**config.mk**
```make
export PLATFORM = sky130hd
export DESIGN_NAME = adcij_top
export DESIGN_NICKNAME = d
export VERILOG_FILES = /design/src/inc/adcij_pkg.sv /design/src/rtl/adcij_conv.sv /design/src/rtl/adcij_top.sv
export SDC_FILE = /design/constraint.sdc
export NUM_CORES = 1
export LEC_CHECK = 0
export ABC_AREA = 1
export BUFFER_PORTS_ARGS = -buffer_cell sky130_fd_sc_hd__buf_2
export CAP_MARGIN = 0
export CORE_MARGIN = 2
export CORE_UTILIZATION = 50
export DETAILED_ROUTE_END_ITERATION = 8
export GPL_ROUTABILITY_DRIVEN = 0
export PLACE_DENSITY = 0.71
export SYNTH_ARGS = -nofsm -noshare
export SYNTH_HDL_FRONTEND = slang
export SYNTH_SLANG_ARGS = --single-unit
export TNS_END_PERCENT = 100
```
**constraint.sdc**
```tcl
create_clock -name CLK -period 14.5 [get_ports CLK]
set_input_delay 4.35 -clock CLK [delete_from_list [all_inputs] [get_ports CLK]]
set_output_delay 4.35 -clock CLK [all_outputs]
set_load 0.03 [all_outputs]
```
**src/inc/adcij_pkg.sv**
```systemverilog
// Package of constants for the ADC channel injection controller
package adcij_pkg;

  // ---------------------------------------------------------------
  // Register byte offsets
  // ---------------------------------------------------------------
  localparam logic [11:0] ADCIJ_CTRL_OFS   = 12'h000;
  localparam logic [11:0] ADCIJ_STAT_OFS   = 12'h004;
  localparam logic [11:0] ADCIJ_MASK_OFS   = 12'h008;
  localparam logic [11:0] ADCIJ_STDRES_OFS = 12'h00C;
  localparam logic [11:0] ADCIJ_ALTRES_OFS = 12'h010;
  localparam logic [11:0] ADCIJ_INJ_OFS    = 12'h014;
  localparam logic [11:0] ADCIJ_STATE_OFS  = 12'h018;

  // ---------------------------------------------------------------
  // Field positions
  // ---------------------------------------------------------------
  localparam int CTRL_EN_BIT    = 0;
  localparam int CTRL_WFR_BIT   = 1;
  localparam int CTRL_CONT_BIT  = 2;
  localparam int CTRL_SCAN_BIT  = 3;
  localparam int CTRL_CH_LSB    = 8;
  localparam int CTRL_TRGCH_LSB = 16;
  localparam int STAT_STD_BIT   = 0;
  localparam int STAT_INJ_BIT   = 1;
  localparam int STAT_OVR_BIT   = 2;
  localparam int NUM_EVENTS     = 3;

  localparam int CH_W  = 5;
  localparam int RES_W = 10;

  // ---------------------------------------------------------------
  // Reset values and timing
  // ---------------------------------------------------------------
  localparam logic [31:0] CTRL_RST = 32'h0000_0002;
  localparam logic [2:0]  MASK_RST = 3'h0;
  localparam logic [4:0]  NUM_CH   = 5'h18;
  localparam int CLK_HZ       = 10_000_000;
  localparam int CONV_TIME_NS = 3000;
  localparam int CONV_CYC     = (CONV_TIME_NS * (CLK_HZ / 1_000_000)
                                 + 999) / 1000;
  localparam logic [7:0] CONV_CYC_W = 8'(CONV_CYC);

  typedef enum logic [1:0] {ADCIJ_IDLE, ADCIJ_CONV, ADCIJ_HOLD} adcij_st_e;

endpackage

```
**src/rtl/adcij_conv.sv**
```systemverilog
// Conversion timer producing a result per started channel
`timescale 1ns/1ns
module adcij_conv
  import adcij_pkg::*;
(
  input  wire logic             clk,
  input  wire logic             rst,
  input  wire logic             start,
  input  wire logic [CH_W-1:0]  ch,
  input  wire logic [RES_W-1:0] sample,
  output logic                  done,
  output logic [RES_W-1:0]      result
);

  logic [7:0]       cnt_q, cnt_d;
  logic             busy_q, busy_d;
  logic             done_q, done_d;
  logic [RES_W-1:0] res_q, res_d;

  always_comb
  begin
    cnt_d  = cnt_q;
    busy_d = busy_q;
    done_d = 1'b0;
    res_d  = res_q;
    if (start && !busy_q)
    begin
      busy_d = 1'b1;
      cnt_d  = CONV_CYC_W;
    end
    else if (busy_q)
    begin
      cnt_d = cnt_q - 8'h01;
      if (cnt_q == 8'h01)
      begin
        busy_d = 1'b0;
        done_d = 1'b1;
        // Channel number folded in so results are traceable
        res_d  = sample ^ {{(RES_W-CH_W){1'b0}}, ch};
      end
    end
  end

  always_ff @(posedge clk or posedge rst)
  begin
    if (rst)
    begin
      cnt_q  <= 8'h00;
      busy_q <= 1'b0;
      done_q <= 1'b0;
      res_q  <= '0;
    end
    else
    begin
      cnt_q  <= cnt_d;
      busy_q <= busy_d;
      done_q <= done_d;
      res_q  <= res_d;
    end
  end

  assign done   = done_q;
  assign result = res_q;

endmodule // adcij_conv

```
**src/rtl/adcij_top.sv**
```systemverilog
// ADC channel injection controller with APB register slave
//
// Decided for this implementation: the placing of the registers and the APB interface to the registers.
`timescale 1ns/1ns
// Summary of operation
// - Injection converts one channel, mode untouched
// - Injection served with wait-for-read mode on or off
// - Injected result to alternate register, flag set
// - Occupied holding register suspends next conversion
// - Injection result waits in holding register
// - Alternate read moves held value, reflags
// - No permanent stall on early injection
// - Double alternate read releases a stall
// - Toggling wait-for-read mode unlocks converter
// - Capture_compare_unit trigger and event-transfer reads
module adcij_top
  import adcij_pkg::*;
(
  input  wire logic             CLK,
  input  wire logic             SYS_RST,
  input  wire logic             PSEL,
  input  wire logic             PENABLE,
  input  wire logic             PWRITE,
  input  wire logic [11:0]      PADDR,
  input  wire logic [31:0]      PWDATA,
  output logic      [31:0]      PRDATA,
  output logic                  PREADY,
  output logic                  PSLVERR,
  input  wire logic             CAPTURE_COMPARE_UNIT_INJECTION_TRIGGER,
  input  wire logic             EVENT_TRANSFER_READ,
  input  wire logic [RES_W-1:0] ANALOG_SAMPLE,
  output logic                  INJECTION_DONE_INTERRUPT,
  output logic                  EVENT_TRANSFER_REQ
);

  // ---------------------------------------------------------------
  // Input synchronisers
  // ---------------------------------------------------------------
  logic [2:0] trg_sync_q;
  logic [1:0] etr_sync_q;

  always_ff @(posedge CLK or posedge SYS_RST)
  begin
    if (SYS_RST)
    begin
      trg_sync_q <= 3'h0;
      etr_sync_q <= 2'h0;
    end
    else
    begin
      trg_sync_q <= {trg_sync_q[1:0], CAPTURE_COMPARE_UNIT_INJECTION_TRIGGER};
      etr_sync_q <= {etr_sync_q[0], EVENT_TRANSFER_READ};
    end
  end

  logic trg_rise;
  assign trg_rise = trg_sync_q[1] & ~trg_sync_q[2];

  // ---------------------------------------------------------------
  // APB decode
  // ---------------------------------------------------------------
  logic acc, wr, rd, rd_setup;
  assign acc = PSEL & PENABLE;
  assign wr  = acc & PWRITE;
  assign rd  = acc & ~PWRITE;
  // Read data latched at setup so it stands together with PREADY
  assign rd_setup = PSEL & ~PENABLE & ~PWRITE;

  logic known;
  always_comb
  begin
    case (PADDR)
      ADCIJ_CTRL_OFS, ADCIJ_STAT_OFS, ADCIJ_MASK_OFS, ADCIJ_STDRES_OFS,
      ADCIJ_ALTRES_OFS, ADCIJ_INJ_OFS, ADCIJ_STATE_OFS: known = 1'b1;
      default: known = 1'b0;
    endcase
  end

  // Event-transfer read counts as an alternate result read
  logic alt_rd;
  assign alt_rd = (rd & (PADDR == ADCIJ_ALTRES_OFS)) | etr_sync_q[1];

  // ---------------------------------------------------------------
  // Sequencer state
  // ---------------------------------------------------------------
  adcij_st_e        st_q, st_d;
  logic [31:0]      ctrl_q, ctrl_d;
  logic [2:0]       stat_q, stat_d, mask_q, mask_d;
  logic             inj_pend_q, inj_pend_d;
  logic [CH_W-1:0]  inj_ch_q, inj_ch_d;
  logic [CH_W-1:0]  scan_ch_q, scan_ch_d;
  logic             cur_inj_q, cur_inj_d;
  logic             std_once_q, std_once_d;
  logic [RES_W-1:0] std_res_q, std_res_d, alt_res_q, alt_res_d;
  logic [RES_W-1:0] hold_q, hold_d;
  logic             hold_full_q, hold_full_d, hold_inj_q, hold_inj_d;
  logic             alt_unread_q, alt_unread_d;
  logic             std_unread_q, std_unread_d;
  logic [31:0]      prdata_d;
  logic             irq_q, irq_d, etreq_q, etreq_d;

  logic             conv_done, conv_start;
  logic [RES_W-1:0] conv_res;
  logic [CH_W-1:0]  conv_ch;
  logic [2:0]       ev;

  adcij_conv u_conv (
    .clk    (CLK),
    .rst    (SYS_RST),
    .start  (conv_start),
    .ch     (conv_ch),
    .sample (ANALOG_SAMPLE),
    .done   (conv_done),
    .result (conv_res)
  );

  assign conv_start = (st_q == ADCIJ_CONV);
  assign conv_ch    = cur_inj_q ? inj_ch_q : scan_ch_q;

  always_comb
  begin
    st_d         = st_q;
    ctrl_d       = ctrl_q;
    mask_d       = mask_q;
    inj_pend_d   = inj_pend_q;
    inj_ch_d     = inj_ch_q;
    scan_ch_d    = scan_ch_q;
    cur_inj_d    = cur_inj_q;
    std_once_d   = std_once_q;
    std_res_d    = std_res_q;
    alt_res_d    = alt_res_q;
    hold_d       = hold_q;
    hold_full_d  = hold_full_q;
    hold_inj_d   = hold_inj_q;
    alt_unread_d = alt_unread_q;
    std_unread_d = std_unread_q;
    ev           = 3'h0;

    // Register writes
    if (wr && PADDR == ADCIJ_CTRL_OFS)
    begin
      ctrl_d = PWDATA;
      // Leaving wait-for-read drops held data, unlocks converter
      if (!PWDATA[CTRL_WFR_BIT] && ctrl_q[CTRL_WFR_BIT])
      begin
        hold_full_d  = 1'b0;
        alt_unread_d = 1'b0;
        std_unread_d = 1'b0;
      end
      if (PWDATA[CTRL_EN_BIT] && !ctrl_q[CTRL_EN_BIT])
        std_once_d = 1'b1;
    end
    if (wr && PADDR == ADCIJ_MASK_OFS)
      mask_d = PWDATA[NUM_EVENTS-1:0];
    if (wr && PADDR == ADCIJ_INJ_OFS && !inj_pend_q)
    begin
      inj_pend_d = 1'b1;
      inj_ch_d   = PWDATA[CH_W-1:0];
    end
    if (trg_rise && !inj_pend_q)
    begin
      inj_pend_d = 1'b1;
      inj_ch_d   = ctrl_q[CTRL_TRGCH_LSB +: CH_W];
    end
    if (rd && PADDR == ADCIJ_STDRES_OFS)
      std_unread_d = 1'b0;

    // Alternate read: held value moves up and is flagged again
    if (alt_rd)
    begin
      if (hold_full_q && hold_inj_q)
      begin
        alt_res_d    = hold_q;
        hold_full_d  = 1'b0;
        alt_unread_d = 1'b1;
        ev[STAT_INJ_BIT] = 1'b1;
      end
      else
        alt_unread_d = 1'b0;
    end
    if (rd && PADDR == ADCIJ_STDRES_OFS && hold_full_q && !hold_inj_q)
    begin
      std_res_d    = hold_q;
      hold_full_d  = 1'b0;
      std_unread_d = 1'b1;
      ev[STAT_STD_BIT] = 1'b1;
    end

    case (st_q)
      ADCIJ_IDLE:
      begin
        // Suspended while holding register is occupied
        if (!hold_full_q && ctrl_q[CTRL_EN_BIT])
        begin
          if (inj_pend_q)
          begin
            cur_inj_d = 1'b1;
            st_d      = ADCIJ_CONV;
          end
          else if (ctrl_q[CTRL_CONT_BIT] || std_once_q)
          begin
            cur_inj_d  = 1'b0;
            std_once_d = 1'b0;
            st_d       = ADCIJ_CONV;
          end
        end
      end
      ADCIJ_CONV:
        st_d = ADCIJ_HOLD;
      ADCIJ_HOLD:
      begin
        if (conv_done)
        begin
          st_d = ADCIJ_IDLE;
          if (cur_inj_q)
          begin
            inj_pend_d = 1'b0;
            if (alt_unread_d && ctrl_q[CTRL_WFR_BIT])
            begin
              hold_d      = conv_res;
              hold_full_d = 1'b1;
              hold_inj_d  = 1'b1;
            end
            else
            begin
              alt_res_d    = conv_res;
              alt_unread_d = 1'b1;
              ev[STAT_INJ_BIT] = 1'b1;
            end
          end
          else
          begin
            if (ctrl_q[CTRL_SCAN_BIT])
              scan_ch_d = (scan_ch_q == CH_W'(NUM_CH - 5'h01)) ?
                          '0 : scan_ch_q + CH_W'(1);
            else
              scan_ch_d = ctrl_q[CTRL_CH_LSB +: CH_W];
            if (std_unread_d && ctrl_q[CTRL_WFR_BIT])
            begin
              hold_d      = conv_res;
              hold_full_d = 1'b1;
              hold_inj_d  = 1'b0;
            end
            else
            begin
              if (std_unread_d)
                ev[STAT_OVR_BIT] = 1'b1;
              std_res_d    = conv_res;
              std_unread_d = 1'b1;
              ev[STAT_STD_BIT] = 1'b1;
            end
          end
        end
      end
      default:
        st_d = ADCIJ_IDLE;
    endcase
  end

  // ---------------------------------------------------------------
  // Sticky status, mask, interrupt and read data
  // ---------------------------------------------------------------
  always_comb
  begin
    stat_d = stat_q;
    if (wr && PADDR == ADCIJ_STAT_OFS)
      stat_d = stat_q & ~PWDATA[NUM_EVENTS-1:0];
    stat_d = stat_d | ev; // Set wins over clear
    irq_d   = |(stat_d & mask_q);
    etreq_d = stat_d[STAT_INJ_BIT];
    prdata_d = 32'h0000_0000;
    if (rd_setup)
    begin
      case (PADDR)
        ADCIJ_CTRL_OFS:   prdata_d = ctrl_q;
        ADCIJ_STAT_OFS:   prdata_d = {29'h0, stat_q};
        ADCIJ_MASK_OFS:   prdata_d = {29'h0, mask_q};
        ADCIJ_STDRES_OFS: prdata_d = {22'h0, std_res_q};
        ADCIJ_ALTRES_OFS: prdata_d = {22'h0, alt_res_q};
        ADCIJ_INJ_OFS:    prdata_d = {26'h0, inj_pend_q, inj_ch_q};
        ADCIJ_STATE_OFS:  prdata_d = {26'h0, hold_full_q, hold_inj_q,
                                      alt_unread_q, std_unread_q,
                                      st_q};
        default:          prdata_d = 32'h0000_0000;
      endcase
    end
  end

  always_ff @(posedge CLK or posedge SYS_RST)
  begin
    if (SYS_RST)
    begin
      st_q         <= ADCIJ_IDLE;
      ctrl_q       <= CTRL_RST;
      stat_q       <= 3'h0;
      mask_q       <= MASK_RST;
      inj_pend_q   <= 1'b0;
      inj_ch_q     <= '0;
      scan_ch_q    <= '0;
      cur_inj_q    <= 1'b0;
      std_once_q   <= 1'b0;
      std_res_q    <= '0;
      alt_res_q    <= '0;
      hold_q       <= '0;
      hold_full_q  <= 1'b0;
      hold_inj_q   <= 1'b0;
      alt_unread_q <= 1'b0;
      std_unread_q <= 1'b0;
      irq_q        <= 1'b0;
      etreq_q      <= 1'b0;
    end
    else
    begin
      st_q         <= st_d;
      ctrl_q       <= ctrl_d;
      stat_q       <= stat_d;
      mask_q       <= mask_d;
      inj_pend_q   <= inj_pend_d;
      inj_ch_q     <= inj_ch_d;
      scan_ch_q    <= scan_ch_d;
      cur_inj_q    <= cur_inj_d;
      std_once_q   <= std_once_d;
      std_res_q    <= std_res_d;
      alt_res_q    <= alt_res_d;
      hold_q       <= hold_d;
      hold_full_q  <= hold_full_d;
      hold_inj_q   <= hold_inj_d;
      alt_unread_q <= alt_unread_d;
      std_unread_q <= std_unread_d;
      irq_q        <= irq_d;
      etreq_q      <= etreq_d;
    end
  end

  // Zero wait state; read data registered alongside
  always_ff @(posedge CLK or posedge SYS_RST)
  begin
    if (SYS_RST)
    begin
      PRDATA  <= 32'h0000_0000;
      PREADY  <= 1'b0;
      PSLVERR <= 1'b0;
      INJECTION_DONE_INTERRUPT <= 1'b0;
      EVENT_TRANSFER_REQ       <= 1'b0;
    end
    else
    begin
      PRDATA  <= prdata_d;
      PREADY  <= PSEL & ~PENABLE;
      PSLVERR <= PSEL & ~PENABLE & ~known;
      INJECTION_DONE_INTERRUPT <= irq_d;
      EVENT_TRANSFER_REQ       <= etreq_d;
    end
  end

endmodule // adcij_top

```
==> flow_summary.ini <==
[status]
outcome = completed

[routing]
wl_um = 15560
final_antenna_net_count = 0
firstDrtPassIters = 5
drcViolationCount = 0
wl_per_cell_um = 15.06
drtIter0Drc = 378
via_count = 5408
viasPerCell = 5.235

[synth]
yosysTopAreaCell = dfrtp_1
synth_xor_area_share_pct = 0.7971
synth_flop_cell = dfrtp_1
synth_mux_area_share_pct = 0
async_reset_ff_share_pct = 100.0
yosys.area_share.simple_pct = 22.77
synth.distinct_cells = 42
yosys_warnings = 0
synth_adder_area_share_pct = 0.5694
synth_top_area_share_pct = 55.42
synth-seq-cells = 147
netlist_top_cells_area = dfrtp_1 55%, nand2_1 11%, o21ai_0 6.2%, inv_1 5.4%, nor2_1 2.6%
synth_top_family_by_area = simple AND/OR/NAND/NOR gates
syn_inst = 760
syn_area_um2 = 6593
syn_avg_cell_area_um2 = 8.674
synth_nets = 824
synth_compound_area_share_pct = 12.15
ys_seq_area_share_pct = 55.82
synth_edf_count = 0

[power_and_ir_drop]
pwr-share-clk_pct = 41.2
vdd_drop_max_mv = 0.09562
p_int_uw = 824.3
combPwrFrac_pct = 13.7
cellLeakagePower_uw = 0.004057
power_density_nw_per_um2 = 146.2
switchingPower_uw = 316.8
seqPwrFrac_pct = 45.1
swShare_pct = 27.77

[timing]
holdWs_ns = 0.3473
drv_slew = 0
max_slew_margin_pct = 28.90
period_share_pct = 48.51
rsz0062_at_grt = no
setup_violations = 0
finalHoldViolCount = 0
setup_tns_ns = 0
clock_skew_ns = 0.007985
clock.fmax_mhz = 142.2
tightest_slew_ns = 1.064
min_period_ns = 7.034

[clocking]
cts_hold_buf = 0
htreeDepth = 4
cts_made_buffers = 17
cts.reportedPaths.clkPinSlew_ns = 0.06
cts_tree = yes
cts_root_buf = clkbuf_16
postCtsSetupBuffers = 0
cts.sinks = 147
worstSkewPairLatency_ns = 0.43
cts_resized = 0
clk_path_buf_depth = 2

[setup_path]
critPathArrivalTime_ns = 7.35
critPathMaxFanout = 58
crit_required_ns = 14.82
start_kind = input pin
endpoint_kind = flop
crit_type = in -> reg

[finish]
syn_to_final_growth_pct = 18.35
design_area_um2 = 7802
layout-drive-gt1-share_pct = 19.86
final_nets = 912
antenna_cells = 0
final_cell_mix = 185 x nand2_1, 146 x dfrtp_1, 96 x buf_2
layout_commonest_cell = nand2_1

[placed_design]
port_buffers = 96
place_hpwl_um = 11010
dpl_cell_area_um2 = 7158

[grt]
grt_start_max_net_pins = 93
antenna_found_initial = 0
grtUsageMet2_pct = 37.07
grt_busiest_layer = met2
grt_util_met1_pct = 30.29
overflow = 0
grt_use_total_pct = 23.26
grt_pass1_vias = 5334
met3_usage_pct = 6.034
grt_pass1_wl_um = 25740

[worst_hold_path]
hold_class = reg -> reg

[die]
rows = 41
fp.coreArea_um2 = 12720
start_util_pct = 51.82
die_y_um = 118.8
boundaryPins = 97
die_area_um2 = 14120
die_w_um = 118.8

[job]
max_cap_violations = 0
synth_stat cells, types with 2 or more instances:
cell type	n
a21oi_1	24
a21oi_2	4
a22oi_1	4
a31oi_1	4
a32o_1	2
buf_2	7
buf_4	5
buf_6	2
clkbuf_1	14
dfrtp_1	146
ha_1	3
inv_1	94
inv_2	3
nand2_1	185
nand2_2	16
nand2_4	3
nand3_1	30
nand3_2	3
nand4_1	15
nor2_1	46
nor2_2	2
nor2_4	2
nor3_1	21
o211ai_1	7
o21ai_0	82
o21ai_1	13
o22ai_1	2
o31ai_1	2
or2_2	2
xnor2_1	5
path summary, 6_finish.rpt:
kind / from / end / slack (ns) / cells past startpoint
setup / recovery: PADDR[3] / ctrl_q[4] / 7.47 / 9
hold / removal: etr_sync_q[0] / etr_sync_q[1] / 0.35 / 0
setup reg to reg: st_q[1] / std_res_q[7] / 12.42 / 7
hold reg to reg: etr_sync_q[0] / etr_sync_q[1] / 0.35 / 0
max in group asynchronous: SYS_RST / u_conv.cnt_q[1] / 9.20 / 3
min in group asynchronous: SYS_RST / PREADY / 4.10 / 2
area by class of cell:
class	instances	area [um2]
inverter	99	377.9
clock buffer	20	466.7
tap	172	215.2
fill	1125	4920
sequential	147	3680
multi-input combinational	486	2397
timing repair buffer	97	488.0
clock inverter	12	177.7
power by group through the flow:
stage               Clock [uW]  Combinational [uW]  Sequential (uW)
detailed placement           0                 156              519
CTS                        477                 158              512
floorplan                    0                 110              509
finish                     470                 157              514
global route               495                 180              520
global placement             0                 149              518
flip-flops by register name, indices dropped and copies added, names as in the netlist, 8 cells and up:
name / flops
PRDATA: 32
ctrl_q: 32
alt_res_q: 10
hold_q: 10
std_res_q: 10
u_conv.result: 10
u_conv.cnt_q: 8
cell families (layout without fill, tap and decap cells):
logic type	count (synthesis)	in the layout
and+or+nand+nor	331	331
DFF	147	147
AOI/OAI and AO/OA	146	146
buffers and inverters	127	228
xor gates and xnor gates	6	6
adders and majority gates	3	3
per-stage QoR:
step	std cells	total power, uW	util, %	worst slack, ns
2_1_floorplan	760	618.4	-	6.200
3_3_place_gp	1001	666.8	56.26	7.214
3_5_place_dp	1001	675.0	56.26	7.033
4_1_cts	1033	1147	61.33	7.494
5_1_grt	1033	1196	61.33	7.086
6_report	1033	1141	61.33	7.466
layer usage:
layer | vias to the layer above | share of wire [%]
met1 | 2550 | 43
met2 | 195 | 48
li1 | 2628 | -
met3 | 35 | 6.4
met5 | - | 0
met4 | 0 | 2.4
critical path: stages:
cell     delay (ns)
buf_2          0.11
inv_1          0.11
nand2_1        0.08
nor2_2         0.47
nand2_1        0.76
nor2_4         1.08
inv_2          0.19
nand2_1        0.11
o21ai_0        0.07
Power figures use the tool's default switching activity.
